$ cat config.mk
export PLATFORM = sky130hd
export DESIGN_NAME = spipc_top
export DESIGN_NICKNAME = d
export VERILOG_FILES = /design/src/rtl/spipc_pkg.sv /design/src/rtl/spipc_top.sv
export SDC_FILE = /design/constraint.sdc
export NUM_CORES = 1
export LEC_CHECK = 0
export BUFFER_PORTS_ARGS = -buffer_cell sky130_fd_sc_hd__buf_2
export CAP_MARGIN = 20
export CORE_UTILIZATION = 50
export CTS_CLUSTER_DIAMETER = 120
export DETAILED_ROUTE_END_ITERATION = 16
export GPL_TIMING_DRIVEN = 0
export PLACE_DENSITY = 0.72
export SYNTH_ARGS = -nofsm -noshare
export SYNTH_HDL_FRONTEND = slang
export SYNTH_SLANG_ARGS = --single-unit
$ cat constraint.sdc
create_clock -name clk_in -period 3.6 [get_ports clk_in]
set_clock_uncertainty 0.2 [all_clocks]
set_input_delay 0.72 -clock clk_in [delete_from_list [all_inputs] [get_ports clk_in]]
set_output_delay 0.72 -clock clk_in [all_outputs]
set_load 0.01 [all_outputs]
$ cat src/rtl/spipc_pkg.sv
// Constants, types and register map for the SPI port with pin control.
package spipc_pkg;

    // Register offsets on the plain register port.
    localparam logic [7:0] SPIPC_OFS_CR1 = 8'hd0;
    localparam logic [7:0] SPIPC_OFS_CR2 = 8'hd1;
    localparam logic [7:0] SPIPC_OFS_BR = 8'hd2;
    localparam logic [7:0] SPIPC_OFS_SR = 8'hd3;
    localparam logic [7:0] SPIPC_OFS_DR = 8'hd5;
    localparam logic [7:0] SPIPC_OFS_PORT = 8'hd6;
    localparam logic [7:0] SPIPC_OFS_DDR = 8'hd7;

    // Values after reset.
    localparam logic [7:0] SPIPC_CR1_RST = 8'h04;
    localparam logic [7:0] SPIPC_CR2_RST = 8'h08;
    localparam logic [2:0] SPIPC_BR_RST = 3'h0;
    localparam logic [7:0] SPIPC_DDR_RST = 8'h00;
    localparam logic [7:0] SPIPC_BYTE_RST = 8'h00;

    // Field positions in spi_control_one.
    localparam int unsigned SPIPC_CR1_IRQ = 7;
    localparam int unsigned SPIPC_CR1_SPE = 6;
    localparam int unsigned SPIPC_CR1_ODS = 5;
    localparam int unsigned SPIPC_CR1_MST = 4;
    localparam int unsigned SPIPC_CR1_POL = 3;
    localparam int unsigned SPIPC_CR1_PHA = 2;
    localparam int unsigned SPIPC_CR1_SSO = 1;
    localparam int unsigned SPIPC_CR1_LBF = 0;

    // Field positions in spi_control_two and spi_status_flags.
    localparam int unsigned SPIPC_CR2_PUP = 3;
    localparam int unsigned SPIPC_CR2_RDS = 2;
    localparam int unsigned SPIPC_CR2_SWS = 0;
    localparam int unsigned SPIPC_SR_DONE = 7;
    localparam int unsigned SPIPC_SR_WRITE_CLASH_FLAG = 6;
    localparam int unsigned SPIPC_SR_MODE_FAULT_FLAG = 4;

    // Port S pin positions used by the SPI.
    localparam int unsigned SPIPC_PIN_SO = 4;
    localparam int unsigned SPIPC_PIN_MO = 5;
    localparam int unsigned SPIPC_PIN_SCK = 6;
    localparam int unsigned SPIPC_PIN_SS = 7;

    // Sixteen SCK edges make one eight-bit transfer.
    localparam logic [3:0] SPIPC_LAST_EDGE = 4'hf;

    typedef enum logic {
        SPIPC_XF_IDLE = 1'b0,
        SPIPC_XF_RUN = 1'b1
    } spipc_xfer_t;

    typedef struct packed {
        logic [7:0] cr1;
        logic [7:0] cr2;
        logic [2:0] br;
        logic [7:0] ddr;
        logic [7:0] latch;
        logic [7:0] sh;
        logic [7:0] rxbuf;
        logic samp;
        logic hold;
        spipc_xfer_t xfer;
        logic [3:0] edge_cnt;
        logic [7:0] div_cnt;
        logic sck_lvl;
        logic sck_prev;
        logic done_flag;
        logic clash_flag;
        logic fault_flag;
        logic arm_done;
        logic arm_clash;
        logic arm_fault;
        logic [7:0] rdata;
    } spipc_state_t;

    typedef struct packed {
        logic [7:0] own;
        logic [7:0] val;
        logic [7:0] en;
    } spipc_drive_t;

endpackage : spipc_pkg

$ cat src/rtl/spipc_top.sv
// SPI master/slave with port S pin control, behind a plain register port.
//
// The plain strobed port was decided locally.
`timescale 1ns/10ps
module spipc_top (
    input wire logic clk_in,
    input wire logic sys_rst_in,
    input wire logic [7:0] reg_addr_in,
    input wire logic [7:0] reg_wdata_in,
    input wire logic reg_wr_in,
    input wire logic reg_rd_in,
    output logic [7:0] reg_rdata_out,
    output logic irq_out,
    input wire logic [7:0] port_pin_in,
    output logic [7:0] port_pin_out,
    output logic [7:0] port_pin_oe_out,
    output logic [7:0] port_pullup_out,
    output logic port_low_drive_out,
    input wire logic [1:0] sci_rx_two_wire_in,
    input wire logic [1:0] sci_tx_two_wire_in,
    input wire logic [1:0] sci_txd_in
);

    function automatic logic first_bit(input logic [7:0] data, input logic lsb_first);
        first_bit = lsb_first ? data[0] : data[7];
    endfunction : first_bit

    function automatic logic [7:0] shift_in(input logic [7:0] data, input logic bit_in,
                                            input logic lsb_first);
        shift_in = lsb_first ? {bit_in, data[7:1]} : {data[6:0], bit_in};
    endfunction : shift_in

    spipc_pkg::spipc_state_t state_ff;
    spipc_pkg::spipc_state_t nxt_state;
    spipc_pkg::spipc_drive_t drv;

    logic master;
    logic spi_enable;
    logic single;
    logic clk_idle_level;
    logic clk_phase;
    logic low_bit_first;
    logic ss_in;
    logic busy;
    logic slave_sel;
    logic rx_bit;
    logic tx_bit;
    logic [7:0] half_m1;
    logic m_tick;
    logic s_edge;
    logic edge_ev;
    logic new_lvl;
    logic leading;
    logic [7:0] sh_shifted;
    logic [7:0] port_read;
    logic [7:0] cr1_read;
    logic [7:0] sr_read;

    assign master = state_ff.cr1[spipc_pkg::SPIPC_CR1_MST];
    // A pending mode fault switches the SPI off until software recovers.
    assign spi_enable = state_ff.cr1[spipc_pkg::SPIPC_CR1_SPE] & ~state_ff.fault_flag;
    assign single = state_ff.cr2[spipc_pkg::SPIPC_CR2_SWS];
    assign clk_idle_level = state_ff.cr1[spipc_pkg::SPIPC_CR1_POL];
    assign clk_phase = state_ff.cr1[spipc_pkg::SPIPC_CR1_PHA];
    assign low_bit_first = state_ff.cr1[spipc_pkg::SPIPC_CR1_LBF];
    assign ss_in = port_pin_in[spipc_pkg::SPIPC_PIN_SS];
    assign busy = (state_ff.xfer == spipc_pkg::SPIPC_XF_RUN);
    assign slave_sel = spi_enable & ~master & ~ss_in;

    // Receive pin follows the mode: the shared pin is used in single-wire mode.
    always_comb begin
        if (master) begin
            rx_bit = single ? port_pin_in[spipc_pkg::SPIPC_PIN_MO]
                            : port_pin_in[spipc_pkg::SPIPC_PIN_SO];
        end else begin
            rx_bit = single ? port_pin_in[spipc_pkg::SPIPC_PIN_SO]
                            : port_pin_in[spipc_pkg::SPIPC_PIN_MO];
        end
    end

    // With phase set the bit is re-launched on each leading edge.
    assign tx_bit = clk_phase ? state_ff.hold : first_bit(state_ff.sh, low_bit_first);

    // Half an SCK period lasts 1 to 128 clocks for divisors 2 to 256.
    assign half_m1 = (8'd1 << state_ff.br) - 8'd1;
    assign m_tick = spi_enable & master & busy & (state_ff.div_cnt == half_m1);
    assign s_edge = slave_sel & (port_pin_in[spipc_pkg::SPIPC_PIN_SCK] != state_ff.sck_prev);
    assign edge_ev = master ? m_tick : s_edge;
    assign new_lvl = master ? ~state_ff.sck_lvl : port_pin_in[spipc_pkg::SPIPC_PIN_SCK];
    assign leading = (new_lvl != clk_idle_level);
    assign sh_shifted = shift_in(state_ff.sh, clk_phase ? rx_bit : state_ff.samp, low_bit_first);

    always_comb begin
        cr1_read = state_ff.cr1;
        cr1_read[spipc_pkg::SPIPC_CR1_SPE] = spi_enable;
        sr_read = 8'h00;
        sr_read[spipc_pkg::SPIPC_SR_DONE] = state_ff.done_flag;
        sr_read[spipc_pkg::SPIPC_SR_WRITE_CLASH_FLAG] = state_ff.clash_flag;
        sr_read[spipc_pkg::SPIPC_SR_MODE_FAULT_FLAG] = state_ff.fault_flag;
    end

    always_comb begin
        nxt_state = state_ff;
        nxt_state.rdata = 8'h00;
        nxt_state.sck_prev = port_pin_in[spipc_pkg::SPIPC_PIN_SCK];

        // Register reads; the answer stands only in the following cycle.
        if (reg_rd_in) begin
            case (reg_addr_in)
                spipc_pkg::SPIPC_OFS_CR1: nxt_state.rdata = cr1_read;
                spipc_pkg::SPIPC_OFS_CR2: nxt_state.rdata = state_ff.cr2;
                spipc_pkg::SPIPC_OFS_BR: nxt_state.rdata = {5'h00, state_ff.br};
                spipc_pkg::SPIPC_OFS_SR: begin
                    nxt_state.rdata = sr_read;
                    // Only flags seen set by this read may be cleared later.
                    nxt_state.arm_done = state_ff.done_flag;
                    nxt_state.arm_clash = state_ff.clash_flag;
                    nxt_state.arm_fault = state_ff.fault_flag;
                end
                spipc_pkg::SPIPC_OFS_DR: begin
                    nxt_state.rdata = state_ff.rxbuf;
                    if (state_ff.arm_done) begin
                        nxt_state.done_flag = 1'b0;
                    end
                    if (state_ff.arm_clash) begin
                        nxt_state.clash_flag = 1'b0;
                    end
                    nxt_state.arm_done = 1'b0;
                    nxt_state.arm_clash = 1'b0;
                end
                spipc_pkg::SPIPC_OFS_PORT: nxt_state.rdata = port_read;
                spipc_pkg::SPIPC_OFS_DDR: nxt_state.rdata = state_ff.ddr;
                default: nxt_state.rdata = 8'h00;
            endcase
        end

        // Register writes.
        if (reg_wr_in) begin
            case (reg_addr_in)
                spipc_pkg::SPIPC_OFS_CR1: begin
                    nxt_state.cr1 = reg_wdata_in;
                    if (state_ff.arm_fault) begin
                        nxt_state.fault_flag = 1'b0;
                    end
                    nxt_state.arm_fault = 1'b0;
                end
                spipc_pkg::SPIPC_OFS_CR2: begin
                    nxt_state.cr2 = reg_wdata_in & 8'h0d;
                end
                spipc_pkg::SPIPC_OFS_BR: nxt_state.br = reg_wdata_in[2:0];
                spipc_pkg::SPIPC_OFS_DR: begin
                    if (state_ff.arm_done) begin
                        nxt_state.done_flag = 1'b0;
                    end
                    if (state_ff.arm_clash) begin
                        nxt_state.clash_flag = 1'b0;
                    end
                    nxt_state.arm_done = 1'b0;
                    nxt_state.arm_clash = 1'b0;
                    if (busy) begin
                        // The shifter is left alone so the running byte survives.
                        nxt_state.clash_flag = 1'b1;
                    end else begin
                        nxt_state.sh = reg_wdata_in;
                        nxt_state.hold = first_bit(reg_wdata_in, low_bit_first);
                        if (spi_enable & master) begin
                            nxt_state.xfer = spipc_pkg::SPIPC_XF_RUN;
                            nxt_state.edge_cnt = 4'h0;
                            nxt_state.div_cnt = 8'h00;
                            nxt_state.sck_lvl = clk_idle_level;
                        end
                    end
                end
                spipc_pkg::SPIPC_OFS_PORT: nxt_state.latch = reg_wdata_in;
                spipc_pkg::SPIPC_OFS_DDR: nxt_state.ddr = reg_wdata_in;
                default: nxt_state.latch = nxt_state.latch;
            endcase
        end

        // Master baud divider counts only while a transfer runs.
        if (spi_enable & master & busy) begin
            if (m_tick) begin
                nxt_state.div_cnt = 8'h00;
                nxt_state.sck_lvl = ~state_ff.sck_lvl;
            end else begin
                nxt_state.div_cnt = state_ff.div_cnt + 8'd1;
            end
        end

        // Shift engine shared by master and slave.
        if (edge_ev) begin
            nxt_state.xfer = spipc_pkg::SPIPC_XF_RUN;
            nxt_state.edge_cnt = state_ff.edge_cnt + 4'd1;
            if (leading) begin
                nxt_state.samp = rx_bit;
                nxt_state.hold = first_bit(state_ff.sh, low_bit_first);
            end else begin
                nxt_state.sh = sh_shifted;
            end
            if (state_ff.edge_cnt == spipc_pkg::SPIPC_LAST_EDGE) begin
                nxt_state.rxbuf = sh_shifted;
                nxt_state.done_flag = 1'b1;
                nxt_state.xfer = spipc_pkg::SPIPC_XF_IDLE;
                nxt_state.edge_cnt = 4'h0;
            end
        end

        // A slave deselected mid-byte drops the partial transfer.
        if (~master & ss_in) begin
            nxt_state.xfer = spipc_pkg::SPIPC_XF_IDLE;
            nxt_state.edge_cnt = 4'h0;
        end

        // Mode fault; it may be set in the very cycle software clears it.
        if (state_ff.cr1[spipc_pkg::SPIPC_CR1_SPE] & master & ~ss_in
            & ~state_ff.ddr[spipc_pkg::SPIPC_PIN_SS]) begin
            nxt_state.fault_flag = 1'b1;
        end
        if (state_ff.ddr[spipc_pkg::SPIPC_PIN_SS]) begin
            nxt_state.fault_flag = 1'b0;
            nxt_state.arm_fault = 1'b0;
        end

        // Disabled or faulted: transfer state, edge and divider counts and clock level return to idle; shifter and buffer keep their bytes.
        if (~spi_enable) begin
            nxt_state.xfer = spipc_pkg::SPIPC_XF_IDLE;
            nxt_state.edge_cnt = 4'h0;
            nxt_state.div_cnt = 8'h00;
            nxt_state.sck_lvl = clk_idle_level;
        end
        if (~busy & ~(reg_wr_in & (reg_addr_in == spipc_pkg::SPIPC_OFS_DR))) begin
            nxt_state.sck_lvl = clk_idle_level;
        end
    end

    always_ff @(posedge clk_in) begin
        if (sys_rst_in) begin
            state_ff.cr1 <= spipc_pkg::SPIPC_CR1_RST;
            state_ff.cr2 <= spipc_pkg::SPIPC_CR2_RST;
            state_ff.br <= spipc_pkg::SPIPC_BR_RST;
            state_ff.ddr <= spipc_pkg::SPIPC_DDR_RST;
            state_ff.latch <= spipc_pkg::SPIPC_BYTE_RST;
            state_ff.sh <= spipc_pkg::SPIPC_BYTE_RST;
            state_ff.rxbuf <= spipc_pkg::SPIPC_BYTE_RST;
            state_ff.samp <= 1'b0;
            state_ff.hold <= 1'b0;
            state_ff.xfer <= spipc_pkg::SPIPC_XF_IDLE;
            state_ff.edge_cnt <= 4'h0;
            state_ff.div_cnt <= 8'h00;
            state_ff.sck_lvl <= 1'b0;
            state_ff.sck_prev <= 1'b0;
            state_ff.done_flag <= 1'b0;
            state_ff.clash_flag <= 1'b0;
            state_ff.fault_flag <= 1'b0;
            state_ff.arm_done <= 1'b0;
            state_ff.arm_clash <= 1'b0;
            state_ff.arm_fault <= 1'b0;
            state_ff.rdata <= 8'h00;
        end else begin
            state_ff <= nxt_state;
        end
    end

    // SPI and SCI claims on each port S pin.
    always_comb begin
        drv.own = 8'h00;
        drv.val = 8'h00;
        drv.en = 8'h00;
        // Two-wire SCI: receive pins forced in, transmit pins forced out.
        drv.own[0] = sci_rx_two_wire_in[0];
        drv.own[1] = sci_tx_two_wire_in[0];
        drv.val[1] = sci_txd_in[0];
        drv.en[1] = 1'b1;
        drv.own[2] = sci_rx_two_wire_in[1];
        drv.own[3] = sci_tx_two_wire_in[1];
        drv.val[3] = sci_txd_in[1];
        drv.en[3] = 1'b1;
        // Bit 4: slave output; general-purpose for a single-wire master.
        drv.own[4] = spi_enable & ~(master & single);
        drv.val[4] = tx_bit;
        drv.en[4] = ~master & ~ss_in & state_ff.ddr[4];
        // Bit 5: master output; general-purpose for a single-wire slave.
        drv.own[5] = spi_enable & ~(~master & single);
        drv.val[5] = tx_bit;
        drv.en[5] = master & state_ff.ddr[5];
        // Bit 6: clock.
        drv.own[6] = spi_enable;
        drv.val[6] = state_ff.sck_lvl;
        drv.en[6] = master & state_ff.ddr[6];
        // Bit 7: slave select; a master with only direction 7 set frees it.
        drv.own[7] = spi_enable & ~(master & state_ff.ddr[7] & ~state_ff.cr1[spipc_pkg::SPIPC_CR1_SSO]);
        drv.val[7] = ~busy;
        drv.en[7] = master & state_ff.ddr[7] & state_ff.cr1[spipc_pkg::SPIPC_CR1_SSO];
    end

    genvar gi;
    generate
        for (gi = 0; gi < 8; gi++) begin : g_pin
            logic val;
            logic en;
            logic od;
            assign val = drv.own[gi] ? drv.val[gi] : state_ff.latch[gi];
            assign en = drv.own[gi] ? drv.en[gi] : state_ff.ddr[gi];
            // Open-drain pins only ever pull low; a one releases the pin.
            assign od = (gi >= 4) & state_ff.cr1[spipc_pkg::SPIPC_CR1_ODS];
            assign port_pin_out[gi] = val & ~od;
            assign port_pin_oe_out[gi] = en & ~(od & val);
            assign port_pullup_out[gi] = state_ff.cr2[spipc_pkg::SPIPC_CR2_PUP] & ~en;
            assign port_read[gi] = en ? val : port_pin_in[gi];
        end
    endgenerate

    assign port_low_drive_out = state_ff.cr2[spipc_pkg::SPIPC_CR2_RDS];
    assign reg_rdata_out = state_ff.rdata;
    // The clash flag never requests an interrupt.
    assign irq_out = state_ff.cr1[spipc_pkg::SPIPC_CR1_IRQ]
                     & (state_ff.done_flag | state_ff.fault_flag);

endmodule : spipc_top

## After elaboration in Yosys (flattened, before gate mapping)

Index checks and enable logic that the tools add are counted.

- Reductions and logical operators: 24
- Eq/ne operators: 13
- Mux-type cells: 71
- Bitwise logic cells: 73
- Add/sub/neg operators: 3
- Shift-type cells: 1

Operator list:

| operator | number |
|---|---|
| 8-bit == test (second input constant) | 7 |
| 8-bit two-way mux | 7 |
| 8-bit case mux with 7 select lines | 1 |
| 1-bit two-way mux | 48 |
| 1-bit AND | 46 |
| 15-bit two-way mux | 3 |
| 1-bit inverter | 26 |
| 23-bit two-way mux | 1 |
| 2-bit nonzero test | 9 |
| 2-bit AND reduction | 8 |
| 14-bit two-way mux | 1 |
| 11-bit two-way mux | 1 |
| 2-bit two-way mux | 5 |
| 9-bit two-way mux | 1 |
| 8-bit by 1-bit adder with 8-bit output (second input constant) | 1 |
| 8-bit == test | 1 |
| 4-bit AND reduction | 2 |
| 1-bit by 3-bit << shifter with 8-bit output (first input constant) | 1 |
| 8-bit by 1-bit subtractor with 8-bit output (second input constant) | 1 |
| 6-bit two-way mux | 1 |
| 2-bit OR reduction | 3 |
| 5-bit two-way mux | 1 |
| 4-bit by 1-bit adder with 4-bit output (second input constant) | 1 |
| 4-bit == test (second input constant) | 1 |
| other kinds (6) | 8 |

- Logic and storage cells: 206
- Register bits after elaboration: 77

## Longest topological paths before layout

- Depth in word-level cells: 12
- Depth in mapped cells: 13

## Worst setup path after synthesis

No wires, ideal clock.

- Kind: register -> register
- From: register state_ff[65] (netlist name)
- To: register state_ff[31] (netlist name)
- Arrival: 2.812 ns
- Path buffers: 2
- Stages on the path, launching flop included: 11
- Period minus slack after synthesis: 3.084 ns
- Setup slack: 0.516 ns
- Cell sequence: dfxtp_1 clkbuf_1 or3_1 ha_1 clkbuf_1 nor2b_1 mux2_2 a221oi_1 nor3_1 o21ai_0 mux2i_1

- Cells in the longest elaborated chain, start to end: 6

RTL lines:

| element | RTL line | RTL |
|---|---|---|
| from (decl) | spipc_top.sv:33 | `spipc_pkg::spipc_state_t state_ff;` |
| from (signal assigned) | spipc_top.sv:260 | `state_ff <= nxt_state;` |
| 1-bit by 3-bit << shifter with 8-bit output | spipc_top.sv:85 | `assign half_m1 = (8'd1 << state_ff.br) - 8'd1;` |
| 8-bit by 1-bit subtractor with 8-bit output | spipc_top.sv:85 |  |
| 8-bit == test | spipc_top.sv:86 | `assign m_tick = spi_enable & master & busy & (state_ff.div_cnt == half_m1);` |
| 1-bit AND | spipc_top.sv:86 |  |
| 1-bit two-way mux | spipc_top.sv:88 | `assign edge_ev = master ? m_tick : s_edge;` |
| 2-bit AND reduction (no line) | -- |  |

No other way between the ends.
A chain may end at the register's enable or synchronous reset.

## Final worst setup path

- From: register state_ff[65] (netlist name)
- To: register state_ff[45] (netlist name)

- Cells in the longest elaborated chain, start to end: 6

RTL lines:

| element | RTL line | RTL |
|---|---|---|
| 1-bit by 3-bit << shifter with 8-bit output | spipc_top.sv:85 |  |
| 8-bit by 1-bit subtractor with 8-bit output | spipc_top.sv:85 |  |
| 8-bit == test | spipc_top.sv:86 |  |
| 1-bit AND | spipc_top.sv:86 |  |
| 1-bit two-way mux | spipc_top.sv:88 |  |
| 23-bit two-way mux | spipc_top.sv:191 | `if (edge_ev) begin` |

No other way between the ends.

==> run metrics <==
dpl hpwl 10300 um; Slew HR 30.8%; fmax 295 MHz; Non-Filler Instances 760; Core ar. 8680 sq um; maxcap violations 0; GRT overflow 0; Post-DRT Antenna Nets 0; Sink Count 77; IO Pins 68; Pint 1300 uW; Setup crit start kind flip-flop; synth warn 0; register share of total power 49.6%; status finished, final reports clean; Post-Syn Area 4480 sq um; hold_ws 0.243 ns; DRC Markers 0; area of the multi-input gates 2640 sq um; share of the synthesized area in the top cell type 34.4%; Seq/Total Area, Yosys 34.4%; EDFF count, synth 0; Final #Nets 684; Mapped Avg Cell Area 7.84 sq um; CP required 3.68 ns; Worst Setup Path Type reg -> reg; GP Congestion 0.968; crit path from state_ff[65]; fin. max-slew vios 0; Max Buffers Root-to-Sink 2; Syn-to-layout area delta 16.6%; #FFs+latches synth 77; Synth top cells by count nand2_1 (80), dfxtp_1 (77), a21oi_1 (62); Net Sw Frac 24.3%; Skew-Pair Late Insertion Delay 0.37 ns; H-tree Lvls 3; full die area 9340 sq um; number of diodes 0; Critical-path top delay cell or3_1; DR pass1 iterations 6; Comb pwr share 6.1%; I/O Buffers 64; Area contributors post-synth dfxtp_1 (34%), a21oi_1 (6.9%), nand2_1 (6.7%); setup slack, reg-to-reg 0.21 ns; sw power 418 uW; Wirelength per Cell 18.1 um; kind of end point of the critical path flip-flop; Fin. Hold Viols 0; Finished Cell Area 5220 sq um; Mapped Cells 571; die height 96.6 um; most frequent cell after synthesis nand2_1; largest net degree at the start of global routing 15; fraction of layout cells with a size suffix above 1 19.8%; Final Total Pwr 1720 uW; Clk pin slew, worst setup/hold paths 0.08 ns; initial antenna violation count 0; area post-placement 4950 sq um; Total GRT Usage 29.0%; R2R depth 12; fillers 805; Rows 34; min-delay worst type reg -> reg; placed insts 744; Critical Path End state_ff[45]; Synth cell types 53; Tightest Pin Transition 1.03 ns; Reg area 1540 sq um; CTS Buf Count 9; initial drt markers 417; Root Buffer Master clkbuf_8; final WL 13800 um; most numerous cell on the critical path or3_1; Vias 4641; setup TNS 0 ns; CP arrival 3.47 ns; global-route wire length before repair 21600 um; fraction of registers with async set/reset 0%; Pwr per Cell Area 330 nW/um^2; Setup Viol. Count Final 0; Tmin final 3.39 ns; Initial Util 51.6%; worst path cell trace clkbuf_2 > or3_1 > ha_1 > clkbuf_1 > nor2b_1 > mux2_2 > a221oi_4 > or3_1 > buf_2 > clkbuf_4 > a21oi_1 > a211oi_1; crit share post-route 94.2%; CP max FO 10; Main synth FF type dfxtp_1; DIE WIDTH 96.6 um; worst r2r src state_ff[65]; delay of the slowest critical-path stage 0.40 ns; CTS tree built; Mapped Nets 608; via/cell ratio 6.11; Peak VDD IR 232 uV; hold-fix buffers at CTS 0; LEAKAGE 0.00208 uW; number of global-route vias before repair 4219; FF-to-FF End state_ff[45]; cell accounting for the most synthesized area dfxtp_1; Clk pwr share 44.4%
==> cell families (layout without fill, tap and decap cells) <==
family                     after synthesis  in the layout  share of synthesized area, %
AOI/OAI and AO/OA                      148            148                          21.2
xor gates and xnor gates                 9              9                          1.76
adders and majority gates                3              3                         0.839
buffers and inverters                   72            153                          7.46
DFF                                     77             77                          34.4
muxes                                   40             40                          9.31
and+or+nand+nor                        222            222                          25.0
==> registers in the layout, indices dropped and copies added, names as in the netlist <==
name and flops:
state_ff 55, single 1, port_low_drive_out 1, clk_phase 1, cr1_read 5, sr_read 3, drv 1, clk_idle_level 1
busy 1, reg_rdata_out 8
==> worst max-delay path: cells and delay by family (launching register included) <==
| kind | cells | cell delay [ns] |
|---|---|---|
| adder cells (fa/ha/maj) | 1 | 0.20 |
| flip-flops | 1 | 0.36 |
| AO/OA/AOI/OAI | 3 | 0.68 |
| buffers and inverters | 4 | 0.83 |
| multiplexers | 1 | 0.30 |
| AND/OR/NAND/NOR | 3 | 0.75 |
==> cells in the final DEF, fill, tap and decap left out, types with 3 or more instances in the layout <==
master	instances
o211ai_1	6
o21ai_0	16
inv_1	16
nor3_1	5
clkbuf_8	10
a211oi_1	16
o31ai_1	6
nor2b_1	11
and3_1	6
nand2b_1	10
a22o_1	3
nor2_1	22
clkbuf_1	34
xor2_1	3
nand2_1	80
a31oi_1	7
and2_1	11
nor3b_1	4
or3_1	6
xnor2_1	6
dfxtp_1	77
or2_2	3
nand3_1	41
a21oi_1	61
nand4_1	6
a22oi_1	11
buf_2	66
or4_1	3
mux2_2	13
buf_4	17
mux2i_1	27
a21o_1	3
ha_1	3
==> cell type report <==
class	instances	area share, %
Sequential cell	77	29.5
Tap cell	108	2.59
Inverter	16	1.15
Buffer	56	5.35
Timing Repair Buffer	65	6.28
Multi-Input combinational cell	422	50.7
Clock inverter	6	1.80
Clock buffer	10	2.64
==> timing repair <==
item                                    in CTS  in global routing
endpoints found under the setup margin       9                 24
setup buffers                                0                  0
resized for setup                            3                  8
==> routing by layer <==
layer,vias up,wire length [um],track usage [%]
met5,-,0,0
met1,2181,5900,38.0
met3,40,1200,6.86
li1,2185,-,-
met4,0,396,9.30
met2,235,6270,46.9
==> per-stage QoR <==
stage	setup slack (ns)	util, %
global placement	-0.166	56.8
floorplan	0.516	-
CTS	0.0457	59.8
finish	0.210	60.1
detailed placement	-0.252	57.1
global route	-0.0104	60.1
==> power by group through the flow <==
stage	logic [uW]	registers, uW	clock network [uW]
after floorplan	51.0	873	0
after global placement	98.6	873	0
after detailed placement	101	873	0
after CTS	101	853	766
after global routing	110	853	799
final	104	853	764
==> worst min-delay path by stage <==
stage / start / endpoint / slack [ns] / cells after the start
2_1_floorplan: state_ff[9] / sr_read[6] / 0.21 / 1
3_3_place_gp: state_ff[9] / sr_read[6] / 0.22 / 1
3_5_place_dp: state_ff[9] / sr_read[6] / 0.23 / 1
4_1_cts: state_ff[9] / sr_read[6] / 0.24 / 1
5_1_grt: state_ff[54] / state_ff[54] / 0.28 / 2
6_report: state_ff[9] / sr_read[6] / 0.24 / 1
No activity file was read; power rests on OpenSTA's default activity.
